`src/rtl/mac_defines.svh`:
```
/*
   Constants of the mode-based access-control block: special-register map,
   reset values, segment descriptor layout and physical memory regions.
   Assumes an 8-bit register space and a 16-bit physical address space.
*/
`ifndef MAC_DEFINES_SVH
`define MAC_DEFINES_SVH
// ==========
// register groups, by lowest address
`define MAC_SEG_LO   8'h40
`define MAC_SYS_LO   8'h48
`define MAC_TST_LO   8'h60
`define MAC_HW_LO    8'h80
// ==========
// registers held in this block
`define MAC_TBL_LO   8'h40
`define MAC_TBL_HI   8'h41
`define MAC_SEG_CNT  8'h42
`define MAC_PSH      8'h48
`define MAC_PSH_RST  8'h00
`define MAC_TBL_RST  16'h0000
`define MAC_CNT_RST  7'h00
`define MAC_PSH_SYS  7
// ==========
// descriptor: byte 0 flags, 1-2 first, 3-4 last, 5-6 offset
`define MAC_MAX_SEGS 7'h40
`define MAC_DESC_END 3'h6
`define MAC_F_SFR_R  3
`define MAC_F_SFR_W  4
// ==========
// physical regions, by last address
`define MAC_TROM_END 16'h0FFF
`define MAC_AROM_END 16'h7FFF
`define MAC_CEE_END  16'h87FF
`define MAC_AEE_END  16'hE7FF
`endif

```
`src/rtl/mac_pkg.sv`:
```
/*
   Types of the mode-based access-control block.
   Assumes nothing beyond a SystemVerilog compiler.
*/
package mac_pkg;
   // ==========
   // operations, modes, regions, walker states
   typedef enum logic [2:0] {
      MAC_OP_READ  = 3'h1,
      MAC_OP_WRITE = 3'h2,
      MAC_OP_EXEC  = 3'h4
   } mac_op_e;
   typedef enum logic [4:0] {
      MAC_MODE_BOOT = 5'h01,
      MAC_MODE_TEST = 5'h02,
      MAC_MODE_CL   = 5'h04,
      MAC_MODE_SYS  = 5'h08,
      MAC_MODE_USER = 5'h10
   } mac_mode_e;
   typedef enum logic [4:0] {
      MAC_RG_TROM = 5'h01,
      MAC_RG_AROM = 5'h02,
      MAC_RG_CEE  = 5'h04,
      MAC_RG_AEE  = 5'h08,
      MAC_RG_RAM  = 5'h10
   } mac_region_e;
   typedef enum logic [7:0] {
      MAC_ST_IDLE   = 8'h01,
      MAC_ST_FETCH  = 8'h02,
      MAC_ST_ISSUED = 8'h04,
      MAC_ST_CAPT   = 8'h08,
      MAC_ST_MATCH  = 8'h10,
      MAC_ST_ACCESS = 8'h20,
      MAC_ST_RDWAIT = 8'h40,
      MAC_ST_RDCAP  = 8'h80
   } mac_state_e;
endpackage

```
`src/rtl/mac_access_control.sv`:
```
/*
   Mode-based access control: cpu mode, segment walker with address
   translation, and special-register gate.
   Assumes a memory that returns read data the cycle after its strobe,
   and a cpu that issues one memory request at a time.
*/
`timescale 1ns/100ps
`include "mac_defines.svh"
module mac_access_control (
   input  wire logic              sys_clk,
   input  wire logic              reset_n,
   input  wire logic [1:0]        modeSel,
   output mac_pkg::mac_mode_e     cpuMode,
   input  wire logic [7:0]        regAddr,
   input  wire logic [7:0]        regWrData,
   input  wire logic              regWr,
   input  wire logic              regRd,
   output logic      [7:0]        regRdData,
   output logic                   sfrDenied,
   input  wire logic [7:0]        extSfrRdData,
   output logic                   extSfrWr,
   output logic      [7:0]        extSfrAddr,
   output logic      [7:0]        extSfrWrData,
   input  wire logic              memReq,
   input  wire mac_pkg::mac_op_e  memOp,
   input  wire logic [15:0]       memVAddr,
   input  wire logic [7:0]        memWrData,
   output logic                   memBusy,
   output logic                   memDone,
   output logic                   memDenied,
   output logic      [7:0]        memRdData,
   output logic                   phyRd,
   output logic                   phyWr,
   output logic      [15:0]       phyAddr,
   output logic      [7:0]        phyWrData,
   input  wire logic [7:0]        phyRdData
);
   import mac_pkg::*;

   // ==========
   // region and mode rights

   function automatic mac_region_e regionOf(input logic [15:0] a);
      if (a <= `MAC_TROM_END) return MAC_RG_TROM;
      if (a <= `MAC_AROM_END) return MAC_RG_AROM;
      if (a <= `MAC_CEE_END) return MAC_RG_CEE;
      if (a <= `MAC_AEE_END) return MAC_RG_AEE;
      return MAC_RG_RAM;
   endfunction

   // user falls in with system: segments already narrowed the address
   function automatic logic modeAllows(input mac_mode_e m, input mac_region_e r,
                                       input mac_op_e op);
      logic romOk;
      logic ramOk;
      logic ok;
      romOk = (op != MAC_OP_WRITE);
      ramOk = (op != MAC_OP_EXEC);
      case (m)
         MAC_MODE_BOOT: ok = (r == MAC_RG_TROM && romOk) || r == MAC_RG_CEE
                             || (r == MAC_RG_RAM && ramOk);
         MAC_MODE_TEST: ok = ((r == MAC_RG_TROM || r == MAC_RG_AROM) && romOk)
                             || r == MAC_RG_CEE || r == MAC_RG_AEE
                             || (r == MAC_RG_RAM && ramOk);
         MAC_MODE_CL:   ok = (r == MAC_RG_TROM && romOk) || r == MAC_RG_CEE;
         MAC_MODE_SYS,
         MAC_MODE_USER: ok = (r == MAC_RG_AROM && romOk) || r == MAC_RG_AEE
                             || (r == MAC_RG_RAM && ramOk);
         default:       ok = 1'b0;
      endcase
      return ok;
   endfunction

   // ==========
   // state

   logic [7:0]  psh;
   logic [15:0] tblPtr;
   logic [6:0]  segCount;
   logic        curSegSfrRd;
   logic        curSegSfrWr;
   mac_state_e  state;
   mac_state_e  next_state;
   mac_op_e     reqOp;
   mac_mode_e   reqMode;
   logic [15:0] reqAddr;
   logic [5:0]  segIdx;
   logic [2:0]  byteIdx;
   logic [55:0] desc;
   logic [15:0] physAddr;

   // ==========
   // mode

   mac_mode_e modeNow;
   assign modeNow = (modeSel == 2'h1) ? MAC_MODE_BOOT :
                    (modeSel == 2'h2) ? MAC_MODE_TEST :
                    (modeSel == 2'h3) ? MAC_MODE_CL :
                    psh[`MAC_PSH_SYS] ? MAC_MODE_SYS : MAC_MODE_USER;

   wire isSys  = (modeNow == MAC_MODE_SYS);
   wire isUser = (modeNow == MAC_MODE_USER);
   wire isCl   = (modeNow == MAC_MODE_CL);
   wire privAll = (modeNow == MAC_MODE_BOOT) || (modeNow == MAC_MODE_TEST);

   // ==========
   // register gate

   wire grpGen = (regAddr < `MAC_SEG_LO);
   wire grpSeg = (regAddr >= `MAC_SEG_LO) && (regAddr < `MAC_SYS_LO);
   wire grpSys = (regAddr >= `MAC_SYS_LO) && (regAddr < `MAC_TST_LO);
   wire grpTst = (regAddr >= `MAC_TST_LO) && (regAddr < `MAC_HW_LO);
   wire grpHw  = (regAddr >= `MAC_HW_LO);
   wire pshHit = (regAddr == `MAC_PSH);

   // status word stays readable outside privileged modes so code can see its mode
   wire rdOk = grpGen
             || (grpSeg && isSys)
             || (grpSys && (privAll || isSys || (pshHit && (isCl || isUser))))
             || (grpTst && privAll)
             || (grpHw && (!isUser || curSegSfrRd));
   wire wrOk = grpGen
             || (grpSeg && isSys)
             || (grpSys && (privAll || isSys))
             || (grpTst && privAll)
             || (grpHw && (!isUser || curSegSfrWr));

   wire ownHit = (regAddr == `MAC_TBL_LO) || (regAddr == `MAC_TBL_HI)
              || (regAddr == `MAC_SEG_CNT) || pshHit;
   wire [7:0] ownVal = (regAddr == `MAC_TBL_LO) ? tblPtr[7:0] :
                       (regAddr == `MAC_TBL_HI) ? tblPtr[15:8] :
                       (regAddr == `MAC_SEG_CNT) ? {1'b0, segCount} : psh;
   wire [7:0] rdVal = ownHit ? ownVal : extSfrRdData;
   wire       ownWr = regWr && wrOk;
   wire [6:0] cntIn = (regWrData[6:0] > `MAC_MAX_SEGS) ? `MAC_MAX_SEGS : regWrData[6:0];

   always_ff @(posedge sys_clk or negedge reset_n) begin
      if (!reset_n) begin
         regRdData <= 8'h00;
         sfrDenied <= 1'b0;
      end else begin
         regRdData <= (regRd && rdOk) ? rdVal : 8'h00;
         sfrDenied <= (regRd && !rdOk) || (regWr && !wrOk);
      end
   end

   always_ff @(posedge sys_clk or negedge reset_n) begin
      if (!reset_n) begin
         extSfrWr     <= 1'b0;
         extSfrAddr   <= 8'h00;
         extSfrWrData <= 8'h00;
      end else begin
         extSfrWr <= ownWr && !ownHit;
         if (ownWr && !ownHit) begin
            extSfrAddr   <= regAddr;
            extSfrWrData <= regWrData;
         end
      end
   end

   always_ff @(posedge sys_clk or negedge reset_n) begin
      if (!reset_n) begin
         psh      <= `MAC_PSH_RST;
         tblPtr   <= `MAC_TBL_RST;
         segCount <= `MAC_CNT_RST;
      end else if (ownWr) begin
         if (regAddr == `MAC_TBL_LO) tblPtr[7:0] <= regWrData;
         if (regAddr == `MAC_TBL_HI) tblPtr[15:8] <= regWrData;
         if (regAddr == `MAC_SEG_CNT) segCount <= cntIn;
         if (pshHit) psh <= regWrData;
      end
   end

   // ==========
   // segment walker decode

   wire [7:0]  dFlags  = desc[7:0];
   wire [15:0] dFirst  = desc[23:8];
   wire [15:0] dLast   = desc[39:24];
   wire [15:0] dOffset = desc[55:40];
   wire        inRange = (reqAddr >= dFirst) && (reqAddr <= dLast);
   wire        flagOk  = |(dFlags[2:0] & reqOp);
   wire        hit     = inRange && (dFlags[2:0] != 3'h0);
   wire [15:0] relocAddr = 16'(reqAddr + dOffset);
   wire [6:0]  segNext = {1'b0, segIdx} + 7'h01;
   wire        lastSeg = (segNext >= segCount);
   wire        skipSeg = (byteIdx == 3'h0) && (phyRdData[2:0] == 3'h0);
   wire [15:0] tblAddr = 16'(tblPtr + {7'h00, segIdx, 3'h0} + {13'h0000, byteIdx});
   wire        permit  = modeAllows(reqMode, regionOf(physAddr), reqOp);
   wire        takeReq = (state == MAC_ST_IDLE) && memReq;
   wire        userReq = (modeNow == MAC_MODE_USER);

   wire finishDeny = (takeReq && userReq && segCount == 7'h00)
                   || (state == MAC_ST_CAPT && skipSeg && lastSeg)
                   || (state == MAC_ST_MATCH && ((!hit && lastSeg) || (hit && !flagOk)))
                   || (state == MAC_ST_ACCESS && !permit);
   wire finishOk   = (state == MAC_ST_ACCESS && permit && reqOp == MAC_OP_WRITE)
                   || (state == MAC_ST_RDCAP);
   wire issueRd    = (state == MAC_ST_FETCH)
                   || (state == MAC_ST_ACCESS && permit && reqOp != MAC_OP_WRITE);
   wire issueWr    = (state == MAC_ST_ACCESS && permit && reqOp == MAC_OP_WRITE);

   always_comb begin
      next_state = state;
      unique case (state)
         MAC_ST_IDLE: begin
            if (memReq && !userReq) next_state = MAC_ST_ACCESS;
            else if (memReq && segCount != 7'h00) next_state = MAC_ST_FETCH;
         end
         MAC_ST_FETCH:  next_state = MAC_ST_ISSUED;
         MAC_ST_ISSUED: next_state = MAC_ST_CAPT;
         MAC_ST_CAPT: begin
            if (skipSeg && lastSeg) next_state = MAC_ST_IDLE;
            else if (skipSeg) next_state = MAC_ST_FETCH;
            else if (byteIdx == `MAC_DESC_END) next_state = MAC_ST_MATCH;
            else next_state = MAC_ST_FETCH;
         end
         MAC_ST_MATCH: begin
            if (hit && flagOk) next_state = MAC_ST_ACCESS;
            else if (hit || lastSeg) next_state = MAC_ST_IDLE;
            else next_state = MAC_ST_FETCH;
         end
         MAC_ST_ACCESS: begin
            if (permit && reqOp != MAC_OP_WRITE) next_state = MAC_ST_RDWAIT;
            else next_state = MAC_ST_IDLE;
         end
         MAC_ST_RDWAIT: next_state = MAC_ST_RDCAP;
         MAC_ST_RDCAP:  next_state = MAC_ST_IDLE;
         default:       next_state = MAC_ST_IDLE;
      endcase
   end

   // ==========
   // walker registers

   always_ff @(posedge sys_clk or negedge reset_n) begin
      if (!reset_n) begin
         state    <= MAC_ST_IDLE;
         memBusy  <= 1'b0;
         reqOp    <= MAC_OP_READ;
         reqMode  <= MAC_MODE_BOOT;
         reqAddr  <= 16'h0000;
      end else begin
         state   <= next_state;
         memBusy <= (next_state != MAC_ST_IDLE);
         if (takeReq) begin
            reqOp   <= memOp;
            reqMode <= modeNow;
            reqAddr <= memVAddr;
         end
      end
   end

   always_ff @(posedge sys_clk or negedge reset_n) begin
      if (!reset_n) begin
         segIdx  <= 6'h00;
         byteIdx <= 3'h0;
         desc    <= 56'h00000000000000;
      end else if (state == MAC_ST_IDLE) begin
         segIdx  <= 6'h00;
         byteIdx <= 3'h0;
      end else if (state == MAC_ST_CAPT) begin
         desc    <= {phyRdData, desc[55:8]};
         byteIdx <= skipSeg ? 3'h0 : byteIdx + 3'h1;
         if (skipSeg) segIdx <= segNext[5:0];
      end else if (state == MAC_ST_MATCH) begin
         byteIdx <= 3'h0;
         segIdx  <= segNext[5:0];
      end
   end

   // privileged modes see an identity map; user goes through the segment table
   always_ff @(posedge sys_clk or negedge reset_n) begin
      if (!reset_n) begin
         physAddr <= 16'h0000;
      end else if (takeReq) begin
         physAddr <= memVAddr;
      end else if (state == MAC_ST_MATCH && hit && flagOk) begin
         physAddr <= relocAddr;
      end
   end

   // only an executed fetch moves the hardware-register rights, so data
   // reads from another segment cannot borrow its rights
   always_ff @(posedge sys_clk or negedge reset_n) begin
      if (!reset_n) begin
         curSegSfrRd <= 1'b0;
         curSegSfrWr <= 1'b0;
      end else if (issueRd && state == MAC_ST_ACCESS && reqOp == MAC_OP_EXEC) begin
         curSegSfrRd <= (reqMode == MAC_MODE_USER) && dFlags[`MAC_F_SFR_R];
         curSegSfrWr <= (reqMode == MAC_MODE_USER) && dFlags[`MAC_F_SFR_W];
      end
   end

   // ==========
   // memory and cpu strobes

   always_ff @(posedge sys_clk or negedge reset_n) begin
      if (!reset_n) begin
         phyRd     <= 1'b0;
         phyWr     <= 1'b0;
         phyAddr   <= 16'h0000;
         phyWrData <= 8'h00;
      end else begin
         phyRd <= issueRd;
         phyWr <= issueWr;
         if (state == MAC_ST_FETCH) phyAddr <= tblAddr;
         else if (state == MAC_ST_ACCESS) phyAddr <= physAddr;
         if (takeReq) phyWrData <= memWrData;
      end
   end

   always_ff @(posedge sys_clk or negedge reset_n) begin
      if (!reset_n) begin
         memDone   <= 1'b0;
         memDenied <= 1'b0;
         memRdData <= 8'h00;
         cpuMode   <= MAC_MODE_BOOT;
      end else begin
         memDone   <= finishOk || finishDeny;
         memDenied <= finishDeny;
         if (state == MAC_ST_RDCAP) memRdData <= phyRdData;
         else if (finishDeny) memRdData <= 8'h00;
         cpuMode   <= modeNow;
      end
   end
endmodule

```
`config.mk`:
```
export PLATFORM = sky130hd
export DESIGN_NAME = mac_access_control
export DESIGN_NICKNAME = d
export VERILOG_FILES = /design/src/rtl/mac_pkg.sv /design/src/rtl/mac_access_control.sv
export VERILOG_INCLUDE_DIRS = /design/src /design/src/rtl
export SDC_FILE = /design/constraint.sdc
export NUM_CORES = 1
export LEC_CHECK = 0
export ABC_AREA = 1
export BUFFER_PORTS_ARGS = -buffer_cell sky130_fd_sc_hd__buf_2
export CAP_MARGIN = 10
export CORE_MARGIN = 2
export CORE_UTILIZATION = 28
export CTS_CLUSTER_DIAMETER = 80
export DETAILED_ROUTE_END_ITERATION = 12
export SYNTH_ARGS = -nofsm -noshare
export SYNTH_HDL_FRONTEND = slang
export SYNTH_SLANG_ARGS = --single-unit
```
`constraint.sdc`:
```
create_clock -name sys_clk -period 2.4 [get_ports sys_clk]
set_input_delay 0.48 -clock sys_clk [delete_from_list [all_inputs] [get_ports sys_clk]]
set_output_delay 0.48 -clock sys_clk [all_outputs]
set_load 0.005 [all_outputs]
```
Yosys cells after proc, flatten, opt, wreduce, memory -nomap -nowiden
Index checks and enable logic that the tools add are counted.
- magnitude comparators: 16
- eq/ne operators: 37
- multiplexer cells: 52
- reductions and logical operators: 102
- add/sub/neg operators: 5
- bitwise gates (word level): 2
- operator list (kind ; number):
    5-bit two-way mux ; 15
    8-bit two-way mux ; 9
    16-bit two-way mux ; 4
    8-bit one-hot mux with 7 select lines ; 1
    1-bit logical AND ; 45
    8-bit by 7-bit equality test with 1-bit output, second input constant ; 5
    1-bit logical OR ; 33
    16-bit <= comparator, second input constant ; 2
    6-bit two-way mux ; 5
    8-bit by 7-bit greater-or-equal comparator with 1-bit output, second input constant ; 3
    8-bit by 7-bit less-than comparator with 1-bit output, second input constant ; 3
    16-bit adder ; 1
    16-bit by 3-bit adder with 16-bit output ; 1
    16-bit by 9-bit adder with 16-bit output ; 1
    16-bit greater-or-equal comparator ; 1
    16-bit by 12-bit <= comparator with 1-bit output, second input constant ; 1
    16-bit by 15-bit <= comparator with 1-bit output, second input constant ; 1
    16-bit <= comparator ; 1
    5-bit by 1-bit equality test with 1-bit output, second input constant ; 3
    5-bit by 2-bit equality test with 1-bit output, second input constant ; 3
    5-bit by 3-bit equality test with 1-bit output, second input constant ; 3
    5-bit by 4-bit equality test with 1-bit output, second input constant ; 3
    5-bit equality test, second input constant ; 3
    7-bit two-way mux ; 2
    other kinds (35) ; 65
- output and inout bits: 68
- register bits after elaboration: 214
- input port bits: 66

Longest topological paths before layout
- depth in word-level cells: 24
- gate-level depth with buffers: 18

Least setup slack after synthesis
Ideal clock, no wire load.
- kind: register to register
- from: register segIdx[0]
- to: register memDone
- buffers on the path: 0
- required time: 2.276 ns
- slack: 0.055 ns
- arrival: 2.221 ns
- cell stages (with the launch flop): 14
- cell sequence: dfrtp_1 -> ha_1 -> nand3_1 -> xor2_1 -> inv_1 -> ha_1 -> a21oi_1 -> o31a_1 -> nand3_1 -> inv_1 -> nand2_1 -> nand3_1 -> nand4_4 -> or2_1
- word-level cells in the longest chain between the ends: 8
- elaborated cells on any way between the ends: 10
- classes of those cells: add/sub: 1; order compare: 1; reduce/logical: 8
- ends and longest elaborated chain (what ; RTL line ; RTL):
    start: declaration ; mac_access_control.sv:87 ; logic [5:0] segIdx;
    start signal: assignment ; mac_access_control.sv:265 ; if (skipSeg) segIdx <= segNext[5:0];
    start signal: assignment ; mac_access_control.sv:268 ; segIdx <= segNext[5:0];
    6-bit by 1-bit adder with 7-bit output * ; mac_access_control.sv:185 ; wire [6:0] segNext = {1'b0, segIdx} + 7'h01;
    7-bit greater-or-equal comparator * ; mac_access_control.sv:186 ; wire lastSeg = (segNext >= segCount);
    1-bit logical AND ; mac_access_control.sv:195 ; || (state == MAC_ST_MATCH && ((!hit && lastSeg) || (hit && !flagOk)))
    1-bit logical OR ; mac_access_control.sv:195 ;
    1-bit logical AND ; mac_access_control.sv:195 ;
    1-bit logical OR * ; mac_access_control.sv:195 ;
    1-bit logical OR * ; mac_access_control.sv:196 ; || (state == MAC_ST_ACCESS && !permit);
    1-bit logical OR * ; mac_access_control.sv:320 ; memDone <= finishOk || finishDeny;
    end signal: assignment ; mac_access_control.sv:320 ;
    end: declaration ; mac_access_control.sv:29 ; output logic memDone,
Every way passes the cells marked *; elsewhere a longest branch is shown, timed or not.
A chain may end at the register's enable or synchronous reset.

Worst setup path in the final report
- from: register segIdx[0]
- to: register memRdData[5]
- word-level cells in the longest chain between the ends: 8
- elaborated cells on any way between the ends: 10
- classes of those cells: add/sub: 1; order compare: 1; reduce/logical: 8
- ends and longest elaborated chain (what ; RTL line ; RTL):
    6-bit by 1-bit adder with 7-bit output * ; mac_access_control.sv:185 ;
    7-bit greater-or-equal comparator * ; mac_access_control.sv:186 ;
    1-bit logical AND ; mac_access_control.sv:195 ;
    1-bit logical OR ; mac_access_control.sv:195 ;
    1-bit logical AND ; mac_access_control.sv:195 ;
    1-bit logical OR * ; mac_access_control.sv:195 ;
    1-bit logical OR * ; mac_access_control.sv:196 ;
    2-bit nonzero test (no line) * ; -- ;
    end signal: assignment ; mac_access_control.sv:322 ; if (state == MAC_ST_RDCAP) memRdData <= phyRdData;
    end: declaration ; mac_access_control.sv:31 ; output logic [7:0] memRdData,
Marks and branches as above.

==> flow_summary.toml <==
[clock_network]
cts_buffer_depth = 3
tritoncts.num_buffers = 26
path_clk_slew_ps = 60
clk-insertion-delay-late_ps = 540
htree_num_levels = 1
clock-root-buffer = "clkbuf_16"
numClockSinks = 211
cts_tree = "yes"

[timing]
finalCritPeriodShare_pct = 100.8
final_max_slew_viol_count = 0
hold_violations = 0
slew_headroom_pct = 52.08
setup_viol = 4
setup_ws_ps = -19.09
max_freq_mhz = 413.4
tightestPinTransition_ps = 718.8
rsz0062_at_grt = "true"
period_minus_slack_ps = 2419
fin_skew_ps = 13.55

[global_route]
grtUsageTotal_pct = 15.94
grt_pass1_wl_mm = 52.45
grt_pass1_vias = 9546
antenna_found_initial = 1
grt_max_degree = 86
overflow = 0

[drt]
firstDrtPassIters = 7
vias_per_cell = 4.653
wire_per_inst_um = 15.73
drc = 0
drtIter0Drc = 798
ant_nets = 0
num_vias = 9878
drt_wl_total_mm = 33.39

[hold_path]
hold_depth = 3
hp-start = "memWrData[6]"
hold_end = "phyWrData[6]"
hp-class = "in2reg"

[critical_path]
critPathKind = "reg2reg"
cp.required_ps = 2810
arrival_ps = 2830
critPathMaxFanout = 5
timing.rr.start = "segIdx[0]"
cp-end-kind = "flop"
regToRegEndpoint = "memRdData[5]"
reg2reg_depth = 15
start_kind = "flop"
r2r_slack_ps = -20

[synthesis]
synth_area_leaders = "dfrtp_1, nand2_1, ha_1"
yosysTopAreaCell = "dfrtp_1"
ys_ff_latch = 211
synth-edff-count = 0
syn_nets = 1524
async_reset_ff_share_pct = 100.0
yosysSeqAreaShare_pct = 46.64
syn_area_sq_mm = 0.01133
postSynthAreaPerCell_sq_um = 8.175
synth_top_area_share_pct = 45.72
netlist-cell-type-count = 52
synth_flop_cell = "dfrtp_1"
syn_inst = 1386
yosysWarningCount = 0

[outcome]
status = "finished with violations"
failed_checks = "negative setup slack"

[placement]
gp_congestion = 0.8918
portBuffers = 133
dp.cells = 2064
dp_hpwl_mm = 25.34

[layout]
finalNetCount = 1716
mostFrequentLayoutCells = "nand2_1, dfrtp_1, inv_1"
fin_util_pct = 36.05
multiInputGateArea_sq_mm = 0.005459
final_cells = 2123
syn2layout_area_growth_pct = 26.70
drive_above_1_share_pct = 20.53
final_common_cell = "nand2_1"
diodes = 0
seqCellArea_sq_mm = 0.005291
nFillCells = 4178

[job]
maxCapViolCount = 0

[pwr]
powerDensity_mw_per_mm2 = 1124
irDropWorstVdd_v = 0.0005021
power.leakage_nw = 7.121

[floorplanning]
rows = 73
boundaryPins = 134
core_area_sq_mm = 0.03982
initial_utilization_pct = 28.45
die_x_um = 205.2
dieArea_sq_mm = 0.04209
dieHeight_um = 205.2
[how the worst max path moves through the flow]
stage	from	endpoint	slack [ps]	depth (start not counted)
3_3_place_gp	segIdx[0]	memDone	-160	13
2_1_floorplan	segIdx[0]	memDone	50	13
6_report	segIdx[0]	memRdData[5]	-20	15
5_1_grt	segIdx[0]	memRdData[5]	-190	15
3_5_place_dp	segIdx[0]	memRdData[7]	-200	15
4_1_cts	segIdx[0]	memDone	2	14
[state kept, by name, indices dropped and copies added (netlist names), 16 cells and up]
name / cells
tblPtr: 16
desc: 53
phyAddr: 16
physAddr: 16
reqAddr: 16
[cells by family after synthesis]
group,after synthesis,synth area share (%)
AOI/OAI and AO/OA,309,15.19
adders and majority gates,72,8.083
DFF,211,46.64
buffers and inverters,223,7.752
and+or+nand+nor,557,21.25
xor gates and xnor gates,14,1.082
[cells in the mapped netlist, types with 2 or more instances]
cell type and count:
nor4_4 2, o211ai_1 6, nor2_2 7, a21boi_0 2
o22ai_1 8, o21ai_0 155, nor3_1 14, buf_4 2
buf_6 2, nand3_1 42, nand2_1 377, dfstp_2 4
o31ai_1 5, a21oi_1 65, ha_1 70, nand3b_1 5
inv_2 8, o21a_1 17, nand2_2 3, o221ai_1 6
inv_1 180, nand4_1 14, a211oi_1 2, nor3_2 3
buf_2 15, o2111ai_1 2, o21bai_1 10, a21o_1 5
a31oi_1 2, or2_1 3, nor4_1 6, xnor2_1 4
nor2_4 2, clkbuf_1 15, fa_1 2, nand2_4 3
dfrtp_1 207, o21ai_1 20, nor2_1 69, xor2_1 10
[worst max-delay path, cell delays in order (launching register included)]
cell and delay, ps:
dfrtp_1 380, buf_6 120, nand3_4 80, nor3_4 170, xor2_2 200, inv_2 60
ha_4 260, inv_2 40, nor4_4 250, nand2_1 100, nand3_2 130, inv_2 50
nand2_2 90, nand3_4 120, nand4_4 130, o21bai_1 110
[metrics by stage]
stage	hold slack, ps	TNS [ps]	instance area (sq um)	power, mW	setup slack [ps]
2_1_floorplan	184.4	0	11330	8.962	54.98
3_3_place_gp	451.3	-1431	12980	11.28	-163.0
3_5_place_dp	450.3	-2114	12980	11.39	-202.1
4_1_cts	118.0	0	14090	15.91	2.255
5_1_grt	132.2	-1950	14360	17.31	-193.8
6_report	138.6	-34.56	14360	16.14	-19.09
[timing repair]
| item | CTS | global route |
|---|---|---|
| cloned | 1 | 2 |
| endpoints found under the hold margin | 44 | 0 |
| gates resized for setup | 22 | 43 |
| endpoints found under the setup margin | 15 | 34 |
| pin swaps | 10 | 18 |
| setup buffers | 4 | 3 |
| hold buffers | 1 | 0 |
[routing by layer]
metal,up-vias,GRT usage (%),part of all wire [%]
met5,-,0,0.048
met4,2,4.728,3.0
met3,56,2.354,4.5
met2,236,26.30,47
met1,4651,21.60,45
li1,4933,-,-
[power breakdown]
| part | switching, mW | internal [mW] | leakage, nW |
|---|---|---|---|
| registers | 0.773 | 4.47 | 2.66 |
| logic | 3.99 | 2.57 | 3.98 |
| clock network | 1.57 | 2.78 | 0.480 |
[layout make-up]
type	instances	share of cell area [%]
clock buffer	36	5.360
clock inverter	12	1.360
inverter	188	4.915
multi-input combinational	953	38.03
sequential	211	36.86
tap	525	4.576
timing repair buffer	198	8.907
No activity file was read; power rests on OpenSTA's default activity.
